### config.mk
export PLATFORM = sky130hd
export DESIGN_NAME = p23g_gpio
export DESIGN_NICKNAME = d
export VERILOG_FILES = /design/src/rtl/p23g_pkg.sv /design/src/rtl/p23g_bank_if.sv /design/src/rtl/p23g_gpio.sv /design/src/rtl/p23g_pin_bank.sv
export VERILOG_INCLUDE_DIRS = /design/src /design/src/rtl
export SDC_FILE = /design/constraint.sdc
export NUM_CORES = 1
export LEC_CHECK = 0
export BUFFER_PORTS_ARGS = -buffer_cell sky130_fd_sc_hd__buf_2
export CORE_MARGIN = 3
export CORE_UTILIZATION = 57
export CTS_BUF_LIST = sky130_fd_sc_hd__clkbuf_4 sky130_fd_sc_hd__clkbuf_8
export CTS_CLUSTER_DIAMETER = 200
export DETAILED_ROUTE_END_ITERATION = 10
export PLACE_DENSITY = 0.88
export SLEW_MARGIN = 20
export SYNTH_ARGS = -nofsm -noshare
export SYNTH_HDL_FRONTEND = slang
export SYNTH_SLANG_ARGS = --single-unit
### constraint.sdc
create_clock -name pclk -period 3.6 [get_ports pclk]
set_input_delay 0.72 -clock pclk [delete_from_list [all_inputs] [get_ports pclk]]
set_output_delay 0.72 -clock pclk [all_outputs]
set_load 0.02 [all_outputs]
### src/rtl/p23g_regs.svh
// register map, field positions and fixed read values of the two-port gpio block
// assumes a 32-bit apb slave with one aligned word per register
`ifndef P23G_REGS_SVH
`define P23G_REGS_SVH

`define P23G_ADDR_W 8
`define P23G_ADDR_PA_DIR 8'h00
`define P23G_ADDR_PA_DATA 8'h04
`define P23G_ADDR_PA_DRIVE 8'h08
`define P23G_ADDR_PB_DIR 8'h0C
`define P23G_ADDR_PB_DATA 8'h10
`define P23G_ADDR_SER_CFG 8'h14

`define P23G_PA_W 5
`define P23G_PB_W 8
`define P23G_REG_W 8

`define P23G_PA_DATA_RSV_ONES 8'hE0
`define P23G_DRIVE_FIXED 8'h07
`define P23G_DRIVE_OD_LSB 3
`define P23G_DRIVE_OD_W 2
`define P23G_SER_CFG_W 5

`define P23G_CFG_TX_SEL 0
`define P23G_CFG_RX_ON 1
`define P23G_CFG_CLK_HI 2
`define P23G_CFG_CLK_LO 3
`define P23G_CFG_SYNC 4

`define P23G_PIN_SCK 0
`define P23G_PIN_RX 1
`define P23G_PIN_TX 2

`define P23G_RST_BYTE 8'h00
`define P23G_RDATA_PAD 24'h00_0000

`endif

### src/rtl/p23g_pkg.sv
// types shared by the two-port gpio block
// assumes p23g_regs.svh supplies the widths
`include "p23g_regs.svh"

package p23g_pkg;
  typedef logic [`P23G_REG_W-1:0] p23g_byte_t;
  typedef logic [`P23G_ADDR_W-1:0] p23g_addr_t;
  typedef struct packed {
    logic sync_mode;
    logic clk_source_lo;
    logic clk_source_hi;
    logic rx_on;
    logic tx_sel;
  } p23g_ser_cfg_t;
endpackage

### src/rtl/p23g_bank_if.sv
// control and status bundle between the register block and one pin bank
// assumes both ends run on the same clock
`timescale 1ns/100ps
`default_nettype none

interface p23g_bank_if #(parameter int W = 8);
  logic [W-1:0] dir;
  logic [W-1:0] data;
  logic [W-1:0] od_sel;
  logic [W-1:0] alt_en;
  logic [W-1:0] alt_oe;
  logic [W-1:0] alt_out;
  logic [W-1:0] out_d;
  logic [W-1:0] oe_d;
  logic [W-1:0] level;
  logic [W-1:0] rd;
  modport ctl (output dir, data, od_sel, alt_en, alt_oe, alt_out, input out_d, oe_d, level, rd);
  modport bank (input dir, data, od_sel, alt_en, alt_oe, alt_out, output out_d, oe_d, level, rd);
endinterface

`default_nettype wire

### src/rtl/p23g_gpio.sv
// two-port gpio block: five-pin port a shared with the serial unit, eight-pin port b
// assumes an apb3 master on pclk; serial unit signals are on pclk; pins are asynchronous
//
// Our own choices: the APB register port and the register addresses.
`timescale 1ns/100ps
`default_nettype none

`include "p23g_regs.svh"

module p23g_gpio #(
  parameter int PA_W = `P23G_PA_W,
  parameter int PB_W = `P23G_PB_W
) (
  input wire logic pclk, // bus clock, 25 MHz
  input wire logic presetn, // async reset, active low
  input wire logic ce, // clock enable, freezes all state when low
  input wire logic psel, // apb select
  input wire logic penable, // apb enable
  input wire logic pwrite, // apb direction, 1 = write
  input wire logic [`P23G_ADDR_W-1:0] paddr, // apb byte address
  input wire logic [31:0] pwdata, // apb write data
  output logic [31:0] prdata, // apb read data
  output logic pready, // apb ready
  output logic pslverr, // apb error, unmapped address
  input wire logic [PA_W-1:0] pa_pin_in, // port a pin levels
  output logic [PA_W-1:0] pa_pin_out, // port a output values
  output logic [PA_W-1:0] pa_pin_oe, // port a output enables, high drives
  input wire logic [PB_W-1:0] pb_pin_in, // port b pin levels
  output logic [PB_W-1:0] pb_pin_out, // port b output values
  output logic [PB_W-1:0] pb_pin_oe, // port b output enables, high drives
  input wire logic ser_tx_data, // serial transmit data
  input wire logic ser_clk_out, // serial clock from the serial unit
  output logic ser_rx_data, // synchronised receive pin
  output logic ser_clk_in, // synchronised serial clock pin
  output logic ser_rx_on, // receiver enable to the serial unit
  output logic ser_clk_source_hi, // external clock select to the serial unit
  output logic ser_clk_source_lo, // clock output select to the serial unit
  output logic ser_sync_mode, // synchronous mode to the serial unit
  output logic ser_tx_sel // transmit pin select to the serial unit
);
  p23g_bank_if #(.W(PA_W)) pa_if ();
  p23g_bank_if #(.W(PB_W)) pb_if ();

  logic [PA_W-1:0] pa_dir_q;
  logic [PA_W-1:0] pa_data_q;
  logic [`P23G_DRIVE_OD_W-1:0] od_sel_q;
  logic [PB_W-1:0] pb_dir_q;
  logic [PB_W-1:0] pb_data_q;
  p23g_pkg::p23g_ser_cfg_t cfg_q;
  logic pready_q;
  logic pslverr_q;
  logic [31:0] prdata_q;
  logic [PA_W-1:0] pa_out_q;
  logic [PA_W-1:0] pa_oe_q;
  logic [PB_W-1:0] pb_out_q;
  logic [PB_W-1:0] pb_oe_q;

  // bus decode
  wire setup = psel & ~penable;
  wire access = psel & penable & pready_q;
  wire wr_en = access & pwrite;
  wire hit_pa_dir = paddr == `P23G_ADDR_PA_DIR;
  wire hit_pa_data = paddr == `P23G_ADDR_PA_DATA;
  wire hit_drive = paddr == `P23G_ADDR_PA_DRIVE;
  wire hit_pb_dir = paddr == `P23G_ADDR_PB_DIR;
  wire hit_pb_data = paddr == `P23G_ADDR_PB_DATA;
  wire hit_cfg = paddr == `P23G_ADDR_SER_CFG;
  wire mapped = hit_pa_dir | hit_pa_data | hit_drive | hit_pb_dir | hit_pb_data | hit_cfg;

  // read views; direction registers are write-only and read as zero
  wire [`P23G_REG_W-1:0] pa_data_rd = `P23G_PA_DATA_RSV_ONES | `P23G_REG_W'(pa_if.rd);
  wire [`P23G_REG_W-1:0] drive_rd = `P23G_DRIVE_FIXED | (`P23G_REG_W'(od_sel_q) << `P23G_DRIVE_OD_LSB);
  wire [`P23G_REG_W-1:0] pb_data_rd = `P23G_REG_W'(pb_if.rd);
  wire [`P23G_REG_W-1:0] cfg_rd = `P23G_REG_W'(cfg_q);
  wire [`P23G_REG_W-1:0] rd_mux = hit_pa_data ? pa_data_rd :
                                  hit_drive ? drive_rd :
                                  hit_pb_data ? pb_data_rd :
                                  hit_cfg ? cfg_rd : `P23G_RST_BYTE;

  // serial pin ownership on port a
  wire sck_in_mode = cfg_q.clk_source_hi;
  wire sck_out_mode = ~cfg_q.clk_source_hi & (cfg_q.clk_source_lo | cfg_q.sync_mode);
  logic [PA_W-1:0] pa_alt_en;
  logic [PA_W-1:0] pa_alt_oe;
  logic [PA_W-1:0] pa_alt_out;

  always_comb begin
    pa_alt_en = '0;
    pa_alt_oe = '0;
    pa_alt_out = '0;
    pa_alt_en[`P23G_PIN_TX] = cfg_q.tx_sel;
    pa_alt_oe[`P23G_PIN_TX] = 1'b1;
    pa_alt_out[`P23G_PIN_TX] = ser_tx_data;
    pa_alt_en[`P23G_PIN_RX] = cfg_q.rx_on;
    pa_alt_en[`P23G_PIN_SCK] = sck_in_mode | sck_out_mode;
    pa_alt_oe[`P23G_PIN_SCK] = sck_out_mode;
    pa_alt_out[`P23G_PIN_SCK] = ser_clk_out;
  end

  assign pa_if.dir = pa_dir_q;
  assign pa_if.data = pa_data_q;
  // only pins 4 and 3 have the open-drain option
  assign pa_if.od_sel = PA_W'(od_sel_q) << `P23G_DRIVE_OD_LSB;
  assign pa_if.alt_en = pa_alt_en;
  assign pa_if.alt_oe = pa_alt_oe;
  assign pa_if.alt_out = pa_alt_out;

  assign pb_if.dir = pb_dir_q;
  assign pb_if.data = pb_data_q;
  assign pb_if.od_sel = '0;
  assign pb_if.alt_en = '0;
  assign pb_if.alt_oe = '0;
  assign pb_if.alt_out = '0;

  p23g_pin_bank #(.W(PA_W)) u_pa_bank (
    .pclk(pclk),
    .presetn(presetn),
    .ce(ce),
    .pin_in(pa_pin_in),
    .b(pa_if.bank)
  );

  p23g_pin_bank #(.W(PB_W)) u_pb_bank (
    .pclk(pclk),
    .presetn(presetn),
    .ce(ce),
    .pin_in(pb_pin_in),
    .b(pb_if.bank)
  );

  // one write strobe per register
  wire wr_pa_dir = wr_en & hit_pa_dir;
  wire wr_pa_data = wr_en & hit_pa_data;
  wire wr_drive = wr_en & hit_drive;
  wire wr_pb_dir = wr_en & hit_pb_dir;
  wire wr_pb_data = wr_en & hit_pb_data;
  wire wr_cfg = wr_en & hit_cfg;

  // apb answer: one wait-free access phase after setup
  wire pready_d = setup;
  // an unmapped address still completes, flagged on the error line
  wire pslverr_d = setup & ~mapped;
  // read data is taken at setup; a pin change during access shows on the next read
  wire [31:0] prdata_d = setup ? {`P23G_RDATA_PAD, rd_mux} : 32'h0000_0000;

  // next register values; an unwritten register holds
  wire [PA_W-1:0] pa_dir_d = wr_pa_dir ? pwdata[PA_W-1:0] : pa_dir_q;
  wire [PA_W-1:0] pa_data_d = wr_pa_data ? pwdata[PA_W-1:0] : pa_data_q;
  // only the two open-drain bits are stored; the rest are fixed
  wire [`P23G_DRIVE_OD_W-1:0] od_sel_d = wr_drive ?
    pwdata[`P23G_DRIVE_OD_LSB +: `P23G_DRIVE_OD_W] : od_sel_q;
  wire [PB_W-1:0] pb_dir_d = wr_pb_dir ? pwdata[PB_W-1:0] : pb_dir_q;
  wire [PB_W-1:0] pb_data_d = wr_pb_data ? pwdata[PB_W-1:0] : pb_data_q;
  // config bits map straight onto the struct, transmit select at bit 0
  p23g_pkg::p23g_ser_cfg_t cfg_d;
  assign cfg_d = wr_cfg ? p23g_pkg::p23g_ser_cfg_t'(pwdata[`P23G_SER_CFG_W-1:0]) : cfg_q;

  // pin drivers registered so pins never glitch on decode changes
  wire [PA_W-1:0] pa_out_d = pa_if.out_d;
  wire [PA_W-1:0] pa_oe_d = pa_if.oe_d;
  wire [PB_W-1:0] pb_out_d = pb_if.out_d;
  wire [PB_W-1:0] pb_oe_d = pb_if.oe_d;

  always_ff @(posedge pclk or negedge presetn) begin
    if (!presetn) begin
      pready_q <= 1'b0;
    end else if (ce) begin
      pready_q <= pready_d;
    end
  end

  always_ff @(posedge pclk or negedge presetn) begin
    if (!presetn) begin
      pslverr_q <= 1'b0;
    end else if (ce) begin
      pslverr_q <= pslverr_d;
    end
  end

  always_ff @(posedge pclk or negedge presetn) begin
    if (!presetn) begin
      prdata_q <= 32'h0000_0000;
    end else if (ce) begin
      prdata_q <= prdata_d;
    end
  end

  // port a registers
  always_ff @(posedge pclk or negedge presetn) begin
    if (!presetn) begin
      pa_dir_q <= '0;
    end else if (ce) begin
      pa_dir_q <= pa_dir_d;
    end
  end

  always_ff @(posedge pclk or negedge presetn) begin
    if (!presetn) begin
      pa_data_q <= '0;
    end else if (ce) begin
      pa_data_q <= pa_data_d;
    end
  end

  always_ff @(posedge pclk or negedge presetn) begin
    if (!presetn) begin
      od_sel_q <= '0;
    end else if (ce) begin
      od_sel_q <= od_sel_d;
    end
  end

  // port b registers
  always_ff @(posedge pclk or negedge presetn) begin
    if (!presetn) begin
      pb_dir_q <= '0;
    end else if (ce) begin
      pb_dir_q <= pb_dir_d;
    end
  end

  always_ff @(posedge pclk or negedge presetn) begin
    if (!presetn) begin
      pb_data_q <= '0;
    end else if (ce) begin
      pb_data_q <= pb_data_d;
    end
  end

  // serial pin configuration
  always_ff @(posedge pclk or negedge presetn) begin
    if (!presetn) begin
      cfg_q <= '0;
    end else if (ce) begin
      cfg_q <= cfg_d;
    end
  end

  // pin driver flops
  always_ff @(posedge pclk or negedge presetn) begin
    if (!presetn) begin
      pa_out_q <= '0;
    end else if (ce) begin
      pa_out_q <= pa_out_d;
    end
  end

  always_ff @(posedge pclk or negedge presetn) begin
    if (!presetn) begin
      pa_oe_q <= '0;
    end else if (ce) begin
      pa_oe_q <= pa_oe_d;
    end
  end

  always_ff @(posedge pclk or negedge presetn) begin
    if (!presetn) begin
      pb_out_q <= '0;
    end else if (ce) begin
      pb_out_q <= pb_out_d;
    end
  end

  always_ff @(posedge pclk or negedge presetn) begin
    if (!presetn) begin
      pb_oe_q <= '0;
    end else if (ce) begin
      pb_oe_q <= pb_oe_d;
    end
  end

  assign prdata = prdata_q;
  assign pready = pready_q;
  assign pslverr = pslverr_q;
  assign pa_pin_out = pa_out_q;
  assign pa_pin_oe = pa_oe_q;
  assign pb_pin_out = pb_out_q;
  assign pb_pin_oe = pb_oe_q;
  // receive and clock inputs come from the second synchroniser stage
  assign ser_rx_data = pa_if.level[`P23G_PIN_RX];
  assign ser_clk_in = pa_if.level[`P23G_PIN_SCK];
  assign ser_rx_on = cfg_q.rx_on;
  assign ser_clk_source_hi = cfg_q.clk_source_hi;
  assign ser_clk_source_lo = cfg_q.clk_source_lo;
  assign ser_sync_mode = cfg_q.sync_mode;
  assign ser_tx_sel = cfg_q.tx_sel;
endmodule

`default_nettype wire

### src/rtl/p23g_pin_bank.sv
// one bank of gpio pins: input synchroniser, drive decision and read-back select
// assumes pin inputs are asynchronous to pclk; the caller registers out_d and oe_d
`timescale 1ns/100ps
`default_nettype none

module p23g_pin_bank #(
  parameter int W = 8
) (
  input wire logic pclk, // bus clock
  input wire logic presetn, // async reset, active low
  input wire logic ce, // clock enable, freezes the synchroniser
  input wire logic [W-1:0] pin_in, // raw pin levels
  p23g_bank_if.bank b // register side
);
  logic [W-1:0] meta_q;
  logic [W-1:0] level_q;

  always_ff @(posedge pclk or negedge presetn) begin
    if (!presetn) begin
      meta_q <= '0;
      level_q <= '0;
    end else if (ce) begin
      meta_q <= pin_in;
      level_q <= meta_q;
    end
  end

  assign b.level = level_q;

  genvar i;
  generate
    for (i = 0; i < W; i++) begin : g_pin
      // open drain: a one releases the pin rather than driving it high
      wire gpio_oe = b.dir[i] & ~(b.od_sel[i] & b.data[i]);
      assign b.oe_d[i] = b.alt_en[i] ? b.alt_oe[i] : gpio_oe;
      assign b.out_d[i] = b.alt_en[i] ? b.alt_out[i] : b.data[i];
      assign b.rd[i] = b.dir[i] ? b.data[i] : level_q[i];
    end
  endgenerate
endmodule

`default_nettype wire

==> out/summary.txt <==
Post-Syn Instances - 307
slew of the pin with the lowest slew margin - 0.944 ns
logic gate share of total power - 0.088
vias in the first global route - 2644
Fin Clk Skew - 0.00911 ns
clk buf depth - 2
start of the worst register-to-register path - pready
area grow syn2layout - 15.8%
initial antenna violation count - 1
largest net degree at the start of global routing - 81
Worst Hold Path Cells - 1
first-pass GRT wire length - 13100 µm
fmax - 0.392 GHz
CP max FO - 8
Antenna Cells - 0
Reg power frac - 0.523
FILL cells - 514
Setup TNS - 0 ns
WL/cell - 16.3 µm
Cell Chain, Critical Path - buf_2, or4_4, nor4_4, and4b_1, mux2_2
P_sw - 505 µW
H-Tree Depth - 3
Post-Syn Area per Cell - 13.4 µm²
setup violators final - 0
pre-CTS WS - 0.719 ns
Row Count - 30
placed wire-length estimate - 5790 µm
outcome - finished, final reports clean
final worst slack - 1.05 ns
Port-buffer cells - 79
Req. time, crit path - 3.84 ns
Reg clk slew, reported paths - 0.09 ns
Chip Height - 91.0 µm
final WL - 8010 µm
CTS tree - yes
overall power - 2.16 mW
Clk pwr share - 0.389
Worst Setup SP - paddr[6]
# Post-CTS Setup Buffers - 0
Starting Density - 0.596
critical path arrival - 2.79 ns
R2R depth - 4
hold_sp - pa_pin_oe[0]
unrepaired setup endpoints after global routing - no
post-route minimum period - 2.55 ns
drt via density - 5.36
CTS resizes - 0
reg-to-reg slack, setup - 1.60 ns
Hold Vio Cnt, Final - 0
Worst-Skew Late Latency - 0.35 ns
Core Box Area - 6910 µm²
worst vdd ir - 0.369 mV
post-synthesis sequential area ratio - 0.578
Max stage delay on crit path - 0.59 ns
total internal power - 1.66 mW
max_slew headroom - 0.371
die area - 8280 µm²
Nets - 450
Slew Limit Fails - 0
path category of the worst min-delay check - register to register
max cap viols - 0
crit path kind - input port to register
layout cells sized above 1 - 0.462
drt pass-1 iters - 4
Root Driver - clkbuf_8
Buf/Inv on CP - 1
CP max stage cell - and4b_1
CP startpoint kind - input port
Critical Path Stages - 5
RD Place Congestion - 0.821
Ys Warns - 0
total grt overflow - 0
hold_buf cts - 0
Antenna Nets Post-Route - 0
via count - 2627
Die X - 91.0 µm
Worst Setup End Kind - register
switching share of power - 0.234
pwr/cell area - 454 nW/µm²
final core occ - 0.690
total CTS buffers - 9
GRT Total Usage - 0.202
hold slack - 0.487 ns
# IOs - 128
family with the most delay on the worst path - simple AND/OR/NAND/NOR gates
final critical-path share of the clock period - 0.709
Static Leak - 2.44 nW
Starting DRT DRC Count - 117
Post-Syn Area - 4120 µm²
TritonCTS Sinks - 95
DRC Markers - 0
Yosys reg bits - 95
post-synth cell types - 33
flip-flops by register name, indices dropped and copies added, names as in the netlist, 2 cells and up:
register,cells
u_pa_bank.meta_q,5
pa_pin_out,5
pb_pin_out,8
u_pb_bank.meta_q,8
pb_data_q,8
u_pb_bank.b.level,8
pb_pin_oe,8
u_pa_bank.b.level,5
pb_dir_q,8
od_sel_q,2
pa_dir_q,5
prdata,8
pa_data_q,5
pa_pin_oe,5
final timing paths:
check                                        to
setup / recovery                    pb_dir_q[4]
max in group asynchronous  u_pa_bank.b.level[3]
hold / removal                     pa_pin_oe[0]
hold reg to reg                    pa_pin_oe[0]
setup reg to reg                    pb_dir_q[4]
min in group asynchronous           pb_dir_q[6]
Yosys cell counts (all sizes together):
cell type / n / share of area
nor3b: 1 / 0.0046
inv: 6 / 0.0055
a2111oi: 1 / 0.0021
o2bb2ai: 1 / 0.0021
o41ai: 1 / 0.0021
nor2b: 2 / 0.0030
nand2b: 2 / 0.0030
conb: 1 / 0.00091
o32ai: 1 / 0.0021
o21ai: 11 / 0.013
nor4: 1 / 0.0052
nand2: 15 / 0.014
nor3: 7 / 0.0085
or2: 1 / 0.0015
nand3: 2 / 0.0024
and2: 1 / 0.0015
a22o: 5 / 0.011
o22ai: 2 / 0.0030
dfrtp: 95 / 0.58
clkbuf: 4 / 0.0036
mux2i: 12 / 0.029
a21o: 2 / 0.0036
a21oi: 7 / 0.0085
nand3b: 2 / 0.0036
buf: 30 / 0.050
mux2: 79 / 0.22
o221ai: 3 / 0.0064
or4: 1 / 0.0027
nor2: 9 / 0.0082
nand4: 1 / 0.0015
and4b: 1 / 0.0024
layout make-up:
cell class	count	area, µm²	area share
clock buffers	10	131	0.0276
multi-input cells	195	1580	0.331
flip-flops and latches	95	2380	0.499
clock inverters	6	115	0.0241
well taps	96	120	0.0252
inverters	6	22.5	0.00472
repair buffers	82	420	0.0882
cells by family (layout without fill, tap and decap cells):
family	Yosys count	in the layout	synth area share
DFF	95	95	0.578
muxes	91	91	0.245
other	1	24	0.000911
AOI/OAI and AO/OA	34	34	0.0541
and+or+nand+nor	46	46	0.0626
buffers and inverters	40	104	0.0593
layout by cell type (no fill, tap or decap), types with 2 or more instances in the layout:
cell type   n
bufinv_16   3
nor3_1      7
clkbuf_8    9
nor2b_1     2
buf_2      78
inv_1       6
mux2i_1    12
nand3b_1    2
nand2b_1    2
o21ai_0    11
o221ai_1    3
dfrtp_1    95
o22ai_1     2
mux2_2     79
a22o_1      5
a21oi_1     7
nor2_1      9
nand3_1     2
inv_6       2
conb_1     24
buf_4       4
a21o_1      2
nand2_1    14
through the flow:
| stage | cells | area (µm²) |
|---|---|---|
| finish | 490 | 4770 |
| global route | 490 | 4770 |
| CTS | 490 | 4770 |
| detailed placement | 474 | 4520 |
| global placement | 474 | 4520 |
| floorplan | 330 | 4200 |
power by group through the flow:
stage               registers [mW]  logic (mW)  clock network, mW
finish                        1.13       0.191              0.841
CTS                           1.13       0.193              0.858
floorplan                     1.16       0.127                  0
global route                  1.14       0.210              0.910
global placement              1.15       0.186                  0
detailed placement            1.15       0.193                  0
metal layers:
layer	up-vias	share of wire	GRT usage
met1	1294	0.43	0.270
li1	1207	-	-
met3	16	0.071	0.0646
met4	2	0.017	0.0829
met5	-	0.0016	0
met2	108	0.48	0.307
Power figures use the tool's default switching activity.
